File: src/lcm_consts.svh
`ifndef LCM_CONSTS_SVH
`define LCM_CONSTS_SVH
// Bit positions of the link control register.
`define LCM_BIT_ISO_FILTER   12
`define LCM_BIT_CS_ENABLE    11
`define LCM_BIT_EXT_SELECT   10
`define LCM_BIT_OFFSET_RUN   9
`define LCM_BIT_TX_IDLE      6
`define LCM_BIT_ROOT         5
`define LCM_BIT_BUSY_PHASE   4
`define LCM_ACK_LSB          28
`define LCM_ACK_MSB          31
// Reset values.
`define LCM_CTRL_RESET       32'h0000_0000
`define LCM_ACK_RESET        4'h0
// Cycle timer layout: seconds 31:25, count 24:12, offset 11:0.
`define LCM_OFFSET_LSB       0
`define LCM_OFFSET_MSB       11
`define LCM_COUNT_LSB        12
`define LCM_COUNT_MSB        24
`define LCM_SECONDS_LSB      25
`define LCM_SECONDS_MSB      31
`define LCM_OFFSET_WRAP      12'hBFF
`define LCM_COUNT_WRAP       13'h1F3F
// Register selects on the host port.
`define LCM_SEL_CONTROL      1'b0
`define LCM_SEL_CYCLE_TIME   1'b1
`endif

File: src/lcm_pkg.sv
package lcm_pkg;
  // Status inputs reported by the link core.
  typedef struct packed {
    logic       tx_idle;
    logic       is_root;
    logic       busy_b_next;
    logic       ack_valid;
    logic [3:0] ack_code;
  } lcm_status_t;
  // Controls driven to the link core.
  typedef struct packed {
    logic iso_window_filter;
    logic cycle_start_request;
  } lcm_ctrl_t;
endpackage
File: src/lcm_cycle_timer.sv
`timescale 1ns/1ns
`include "lcm_consts.svh"
// Cycle timer: offset, count and seconds fields.
module lcm_cycle_timer (
  input  wire logic        clk_sys,
  input  wire logic        rst_n,
  input  wire logic        run,
  input  wire logic        ext_select,
  input  wire logic        ext_edge,
  input  wire logic        wr_en,
  input  wire logic [31:0] wr_data,
  output logic      [31:0] value,
  output logic             count_step
);
  logic [31:0] value_nxt;
  logic        step_nxt;
  logic [11:0] offs;
  logic [12:0] cnt;
  logic [6:0]  secs;

  assign offs = value[`LCM_OFFSET_MSB:`LCM_OFFSET_LSB];
  assign cnt  = value[`LCM_COUNT_MSB:`LCM_COUNT_LSB];
  assign secs = value[`LCM_SECONDS_MSB:`LCM_SECONDS_LSB];

  // Host writes win; when the timer is stopped it is a plain scratch register.
  always_comb begin
    value_nxt = value;
    step_nxt  = 1'b0;
    if (wr_en) begin
      value_nxt = wr_data;
    end else if (run) begin
      if (ext_select) begin
        if (ext_edge) begin
          step_nxt  = 1'b1;
          value_nxt[`LCM_OFFSET_MSB:`LCM_OFFSET_LSB] = 12'h000;
        end else if (offs != `LCM_OFFSET_WRAP) begin
          value_nxt[`LCM_OFFSET_MSB:`LCM_OFFSET_LSB] = offs + 12'h001;
        end
      end else if (offs == `LCM_OFFSET_WRAP) begin
        step_nxt  = 1'b1;
        value_nxt[`LCM_OFFSET_MSB:`LCM_OFFSET_LSB] = 12'h000;
      end else begin
        value_nxt[`LCM_OFFSET_MSB:`LCM_OFFSET_LSB] = offs + 12'h001;
      end
      if (step_nxt) begin
        if (cnt == `LCM_COUNT_WRAP) begin
          value_nxt[`LCM_COUNT_MSB:`LCM_COUNT_LSB]     = 13'h0000;
          value_nxt[`LCM_SECONDS_MSB:`LCM_SECONDS_LSB] = secs + 7'h01;
        end else begin
          value_nxt[`LCM_COUNT_MSB:`LCM_COUNT_LSB] = cnt + 13'h0001;
        end
      end
    end
  end

  // Timer state.
  always_ff @(posedge clk_sys or negedge rst_n) begin
    if (!rst_n) begin
      value      <= 32'h0000_0000;
      count_step <= 1'b0;
    end else begin
      value      <= value_nxt;
      count_step <= step_nxt;
    end
  end
endmodule

File: src/lcm_link_control.sv
`timescale 1ns/1ns
`include "lcm_consts.svh"
// Function
// - Filter bit set drops iso packets outside cycle start to subaction gap.
// - Enabled master, root and count step send a cycle-start packet.
// - A cycle timeout stops the cycle master function.
// - After timeout, mastering resumes only after enable cleared then set.
// - External select: each input rising edge steps count and clears offset while the run bit is set.
// - Internal select: count steps only when offset wraps.
// - Offset runs while its run bit is set, holds otherwise; under external select the code stops it at 0xBFF until the next input edge.
// - Stopped cycle timer behaves as plain host read/write register.
// - Transmitter idle bit reads one when transmitter can accept work.
// - Root bit shows root status, refreshed when self-ID ends.
// - Busy phase bit: zero busy A, one busy B next.
// - Ack field holds last ack for async transmit FIFO packets.
module lcm_link_control (
  input  wire logic                clk_sys,
  input  wire logic                rst_b,
  input  wire logic                host_wr,
  input  wire logic                host_rd,
  input  wire logic                host_sel,
  input  wire logic [31:0]         host_wdata,
  output logic      [31:0]         host_rdata,
  input  wire logic                external_cycle_input,
  input  wire logic                cycle_timeout_flag,
  input  wire logic                self_id_done,
  input  wire logic                iso_packet_valid,
  input  wire logic                iso_in_window,
  input  wire lcm_pkg::lcm_status_t core_status,
  output lcm_pkg::lcm_ctrl_t       ctrl_out,
  output logic                     iso_packet_accept,
  output logic      [31:0]         cycle_time_value
);
  logic        rst_meta_r;
  logic        rst_n_r;
  logic        cyc_in_meta_r;
  logic        cyc_in_sync_r;
  logic        cyc_in_prev_r;
  logic        iso_window_filter_r;
  logic        cycle_start_sender_enable_r;
  logic        external_cycle_select_r;
  logic        cycle_offset_run_r;
  logic        master_halted_r;
  logic        is_root_r;
  logic        transmitter_idle_r;
  logic        busy_phase_select_r;
  logic [3:0]  last_async_tx_ack_r;
  logic [31:0] timer_value;
  logic        count_step;
  logic        ext_edge;
  logic        ctrl_wr;
  logic        timer_wr;

  // Decodes a host write strobe for one register select.
  function automatic logic wr_hit(input logic wr, input logic sel, input logic want);
    wr_hit = wr && (sel == want);
  endfunction

  assign ctrl_wr  = wr_hit(host_wr, host_sel, `LCM_SEL_CONTROL);
  assign timer_wr = wr_hit(host_wr, host_sel, `LCM_SEL_CYCLE_TIME) && !cycle_offset_run_r;
  assign ext_edge = cyc_in_sync_r && !cyc_in_prev_r;

  // Reset release through two flops so every flop leaves reset on the same edge.
  always_ff @(posedge clk_sys or negedge rst_b) begin
    if (!rst_b) begin
      rst_meta_r <= 1'b0;
      rst_n_r    <= 1'b0;
    end else begin
      rst_meta_r <= 1'b1;
      rst_n_r    <= rst_meta_r;
    end
  end

  // The cycle input is a pin, so it is synchronised before the edge detector.
  always_ff @(posedge clk_sys or negedge rst_n_r) begin
    if (!rst_n_r) begin
      cyc_in_meta_r <= 1'b0;
      cyc_in_sync_r <= 1'b0;
      cyc_in_prev_r <= 1'b0;
    end else begin
      cyc_in_meta_r <= external_cycle_input;
      cyc_in_sync_r <= cyc_in_meta_r;
      cyc_in_prev_r <= cyc_in_sync_r;
    end
  end

  // Writable control bits; read-only positions in the write data are dropped.
  always_ff @(posedge clk_sys or negedge rst_n_r) begin
    if (!rst_n_r) begin
      iso_window_filter_r         <= 1'b0;
      cycle_start_sender_enable_r <= 1'b0;
      external_cycle_select_r     <= 1'b0;
      cycle_offset_run_r          <= 1'b0;
    end else if (ctrl_wr) begin
      iso_window_filter_r         <= host_wdata[`LCM_BIT_ISO_FILTER];
      cycle_start_sender_enable_r <= host_wdata[`LCM_BIT_CS_ENABLE];
      external_cycle_select_r     <= host_wdata[`LCM_BIT_EXT_SELECT];
      cycle_offset_run_r          <= host_wdata[`LCM_BIT_OFFSET_RUN];
    end
  end

  // A timeout latches a halt; only a write of zero to the enable releases it,
  // so a later write of one restarts mastering. Timeout wins over release.
  always_ff @(posedge clk_sys or negedge rst_n_r) begin
    if (!rst_n_r) begin
      master_halted_r <= 1'b0;
    end else if (cycle_timeout_flag && cycle_start_sender_enable_r) begin
      master_halted_r <= 1'b1;
    end else if (ctrl_wr && !host_wdata[`LCM_BIT_CS_ENABLE]) begin
      master_halted_r <= 1'b0;
    end
  end

  // Root status is sampled only when self-identification ends.
  always_ff @(posedge clk_sys or negedge rst_n_r) begin
    if (!rst_n_r) begin
      is_root_r <= 1'b0;
    end else if (self_id_done) begin
      is_root_r <= core_status.is_root;
    end
  end

  // Live status from the link core, registered once.
  always_ff @(posedge clk_sys or negedge rst_n_r) begin
    if (!rst_n_r) begin
      transmitter_idle_r  <= 1'b0;
      busy_phase_select_r <= 1'b0;
    end else begin
      transmitter_idle_r  <= core_status.tx_idle;
      busy_phase_select_r <= core_status.busy_b_next;
    end
  end

  // Last acknowledge for async transmit FIFO packets, held until the next one.
  always_ff @(posedge clk_sys or negedge rst_n_r) begin
    if (!rst_n_r) begin
      last_async_tx_ack_r <= `LCM_ACK_RESET;
    end else if (core_status.ack_valid) begin
      last_async_tx_ack_r <= core_status.ack_code;
    end
  end

  lcm_cycle_timer u_timer (
    .clk_sys    (clk_sys),
    .rst_n      (rst_n_r),
    .run        (cycle_offset_run_r),
    .ext_select (external_cycle_select_r),
    .ext_edge   (ext_edge),
    .wr_en      (timer_wr),
    .wr_data    (host_wdata),
    .value      (timer_value),
    .count_step (count_step)
  );

  // Cycle-start request and iso acceptance to the link core.
  always_ff @(posedge clk_sys or negedge rst_n_r) begin
    if (!rst_n_r) begin
      ctrl_out          <= '0;
      iso_packet_accept <= 1'b0;
      cycle_time_value  <= 32'h0000_0000;
    end else begin
      ctrl_out.iso_window_filter   <= iso_window_filter_r;
      ctrl_out.cycle_start_request <= count_step && cycle_start_sender_enable_r
                                      && is_root_r && !master_halted_r
                                      && !cycle_timeout_flag;
      iso_packet_accept <= iso_packet_valid
                           && (!iso_window_filter_r || iso_in_window);
      cycle_time_value  <= timer_value;
    end
  end

  // Read data, registered one cycle after the read strobe.
  always_ff @(posedge clk_sys or negedge rst_n_r) begin
    if (!rst_n_r) begin
      host_rdata <= `LCM_CTRL_RESET;
    end else if (host_rd) begin
      if (host_sel == `LCM_SEL_CYCLE_TIME) begin
        host_rdata <= timer_value;
      end else begin
        host_rdata <= `LCM_CTRL_RESET;
        host_rdata[`LCM_ACK_MSB:`LCM_ACK_LSB] <= last_async_tx_ack_r;
        host_rdata[`LCM_BIT_ISO_FILTER]       <= iso_window_filter_r;
        host_rdata[`LCM_BIT_CS_ENABLE]        <= cycle_start_sender_enable_r;
        host_rdata[`LCM_BIT_EXT_SELECT]       <= external_cycle_select_r;
        host_rdata[`LCM_BIT_OFFSET_RUN]       <= cycle_offset_run_r;
        host_rdata[`LCM_BIT_TX_IDLE]          <= transmitter_idle_r;
        host_rdata[`LCM_BIT_ROOT]             <= is_root_r;
        host_rdata[`LCM_BIT_BUSY_PHASE]       <= busy_phase_select_r;
      end
    end
  end
endmodule

File: config.mk
export PLATFORM = sky130hd
export DESIGN_NAME = lcm_link_control
export DESIGN_NICKNAME = d
export VERILOG_FILES = /design/src/lcm_pkg.sv /design/src/lcm_cycle_timer.sv /design/src/lcm_link_control.sv
export VERILOG_INCLUDE_DIRS = /design/src
export SDC_FILE = /design/constraint.sdc
export NUM_CORES = 1
export LEC_CHECK = 0
export BUFFER_PORTS_ARGS = -buffer_cell sky130_fd_sc_hd__buf_2
export CAP_MARGIN = 20
export CORE_MARGIN = 4
export CORE_UTILIZATION = 50
export DETAILED_ROUTE_END_ITERATION = 10
export PLACE_DENSITY = 0.75
export SLEW_MARGIN = 20
export SYNTH_ARGS = -nofsm -noshare
export SYNTH_HDL_FRONTEND = slang
export SYNTH_SLANG_ARGS = --single-unit
File: constraint.sdc
create_clock -name clk_sys -period 5.6 [get_ports clk_sys]
set_input_delay 1.68 -clock clk_sys [delete_from_list [all_inputs] [get_ports clk_sys]]
set_output_delay 1.68 -clock clk_sys [all_outputs]
set_load 0.01 [all_outputs]
==> results by group <==
Floorplan
  – Full die area: between 10,000 and 15,000 um2
  – Site Rows: 35
  – Die width: 107 um
  – Die height: 107 um
  – I/O pins: roughly 120
  – Core Region: 9370 um2
  – Starting Density: approximately 52%

Synthesis
  – Ys Warns: 0
  – Cells after Synth: 461
  – Seq/Total Area, Yosys: approximately three fifths
  – Post-synthesis instance area: about 4900 um2
  – Synth area leader: dfrtp_1
  – Top cells by area, synth: dfrtp_1 60%, o21ai_0 4.4%, nand3_1 3.3%
  – Most used DFF post-synth: dfrtp_1
  – Synth cell count leaders: 117 x dfrtp_1, 43 x o21ai_0, 39 x nor2_1, 32 x nand3_1, 28 x nand2_1
  – Most frequent cell after synthesis: dfrtp_1
  – Netlist cell types: 50
  – Number of synthesized flops with an enable pin: 0
  – #FFs+latches synth: between 100 and 150
  – Synth Net Count: 514
  – Fraction of registers with async set or reset after synthesis: 100%
  – Syn Area/Cell: 10.6 um2
  – Share of the synthesized area in the top cell type: 60.0%

STA
  – Min Hold Slack: approximately 330 ps
  – Crit share post-route: 57.9%
  – Maximum clock rate: 0.308 GHz
  – Total Neg Setup Slack: 0 ps
  – Setup violations, final: 0
  – RSZ-0062 raised after global routing: false
  – Relative slew slack: 31.0%
  – Final min period: 3240 ps
  – Final Slew Violations: 0
  – Clock Skew: 7.29 ps
  – Total count of hold-check failures in the final report: 0
  – Final WS setup: 2360 ps
  – Worst slew pin tran: 1030 ps

Place
  – Worst slack, placed: 1860 ps
  – DP Wirelength: 8080 um
  – Gpl congestion: 0.866
  – # port buffers: 116
  – Dpl cell area: 5540 um2

Power and ir drop
  – Clock network power share: 38.8%
  – Comb power frac: 16.5%
  – Total chip power: 2720 uW
  – Sequential cell fraction of total power: 44.7%
  – Internal: 1900 uW
  – Sw frac: between 30% and 40%
  – Maximum vdd drop: between 0.0002 and 0.00025 V
  – P_sw: around 800 uW
  – Power per cell area: 443 nW/um2
  – Leakage: roughly 0.0028 uW

Clocking
  – Clock sinks: 117
  – Resized cells post-CTS: 0
  – Hold buffer count at cts: 0
  – Clk slew on worst S/H paths: 60 ps
  – TritonCTS clock tree: built
  – Setup bufs post-CTS: 0
  – CTS Buf Count: 17
  – Clk Latency, worst-skew pair: 510 ps
  – Clk buf depth: 2
  – CTS H-tree lvls: 4
  – Root Driver: clkbuf_8

Drt
  – Remaining DRCs: 0
  – Drt wl/cell: 16.8 um
  – ANT nets after route: 0
  – Iteration-0 DRC Markers: 208
  – Via count: 3,964
  – Total Wirelength: 12,000 um
  – Vias per Instance: 5.54
  – First-pass DRT Iterations: 5

Global route
  – Antenna violations before repair: 0
  – Total track usage: around 22%
  – Vias in the first global route: 3,898
  – First-pass GRT wire length: 20,000 um
  – Largest net degree at the start of global routing: 71
  – GR Overflow Total: 0

Setup path
  – Worst Setup End Kind: flip-flop
  – CP startpoint: host_sel
  – Crit Path Category: input pin to flip-flop
  – Worst r2r src: u_timer.value[0]
  – Worst EP arrival: 3590 ps
  – Crit path max fanout: 35
  – Req. time, crit path: just under 6000 ps
  – Critical Path Source Type: input pin

Cells and area
  – Area delta synth->final: 25.8%
  – Nets@finish: ~630
  – Finished Cell Area: 6130 um2
  – N_diodes: 0
  – Layout cell share with drive strength beyond 1: between 20% and 30%

Outcome
  – Status: finished clean

Flow run
  – MaxCap Viol Count: 0

Hold path
  – Hold WC Path Type: flip-flop to async pin
-- final timing paths --
check	slack, ps	to	cells after the start
min reg2reg	330	host_rdata[29]	0
min in group clk_sys	350	rst_n_r	0
min	330	host_rdata[29]	0
max	2360	u_timer.value[23]	6
max reg2reg	2670	u_timer.value[17]	6
max in group asynchronous	4010	u_timer.value[19]	1
-- area by class of cell --
type / instances / area, um2
timing repair buffer: 120 / 611
inverter: 26 / 97.6
fill: 790 / 3240
clock inverter: 13 / 159
tap: 129 / 161
multi-input combinational: 291 / 1750
sequential: 117 / 2930
clock buffer: 19 / 422
-- logic make-up (layout without fill, tap and decap cells) --
family,Yosys count,count (layout),share of synthesized area (%)
other,1,1,0.0769
buffers and inverters,53,178,4.21
adders and majority gates,3,3,0.770
and+or+nand+nor,152,152,16.1
AOI/OAI and AO/OA,108,108,13.2
xor gates and xnor gates,7,7,1.26
muxes,20,20,4.31
DFF,117,117,60.0
-- sequential cells by signal (all words and copies together) (netlist names), 2 cells and up --
name,count
u_timer.value,32
ctrl_out,2
last_async_tx_ack_r,4
cycle_time_value,32
host_rdata,32
-- critical path, stage by stage --
cell	delay, ps
buf_2	610
and3_1	480
buf_4	290
mux2_2	370
nand2_1	60
o21ai_0	80
-- power groups by stage --
stage / clock [uW] / combinational (uW) / sequential (uW)
final: 1050 / 449 / 1210
after global routing: 1120 / 506 / 1240
after CTS: 1070 / 454 / 1210
after detailed placement: 0 / 449 / 1220
after global placement: 0 / 438 / 1220
after floorplan: 0 / 231 / 1220
-- cell usage in the layout (no fill, tap or decap), drive strengths merged, types with 5 or more instances in the layout --
cell | Yosys | final
nand2 | 28 | 28
xor2 | 7 | 7
nand3 | 32 | 32
buf | 7 | 120
nand4 | 5 | 5
or3 | 7 | 7
o311ai | 5 | 5
a21oi | 24 | 24
and3 | 6 | 6
mux2 | 8 | 8
mux2i | 12 | 12
a31oi | 12 | 12
nor2 | 39 | 39
o211ai | 8 | 8
clkinv | 0 | 7
nor3 | 11 | 11
clkbuf | 20 | 19
o21ai | 44 | 44
inv | 26 | 26
dfrtp | 117 | 117
-- routing by layer --
layer / global-route usage [%] / wire, um / share of wire (%)
met1: 31.4 / 5350 / 44
met2: 33.6 / 5510 / 46
met3: 6.08 / 996 / 8.3
met4: 8.04 / 185 / 1.5
met5: 0 / 0 / 0
-- through the flow --
stage | std cells | utilization (%)
2_1_floorplan | 461 | -
3_3_place_gp | 683 | 59.2
3_5_place_dp | 683 | 59.2
4_1_cts | 715 | 65.4
5_1_grt | 715 | 65.4
6_report | 715 | 65.4
No activity file was read; power rests on OpenSTA's default activity.
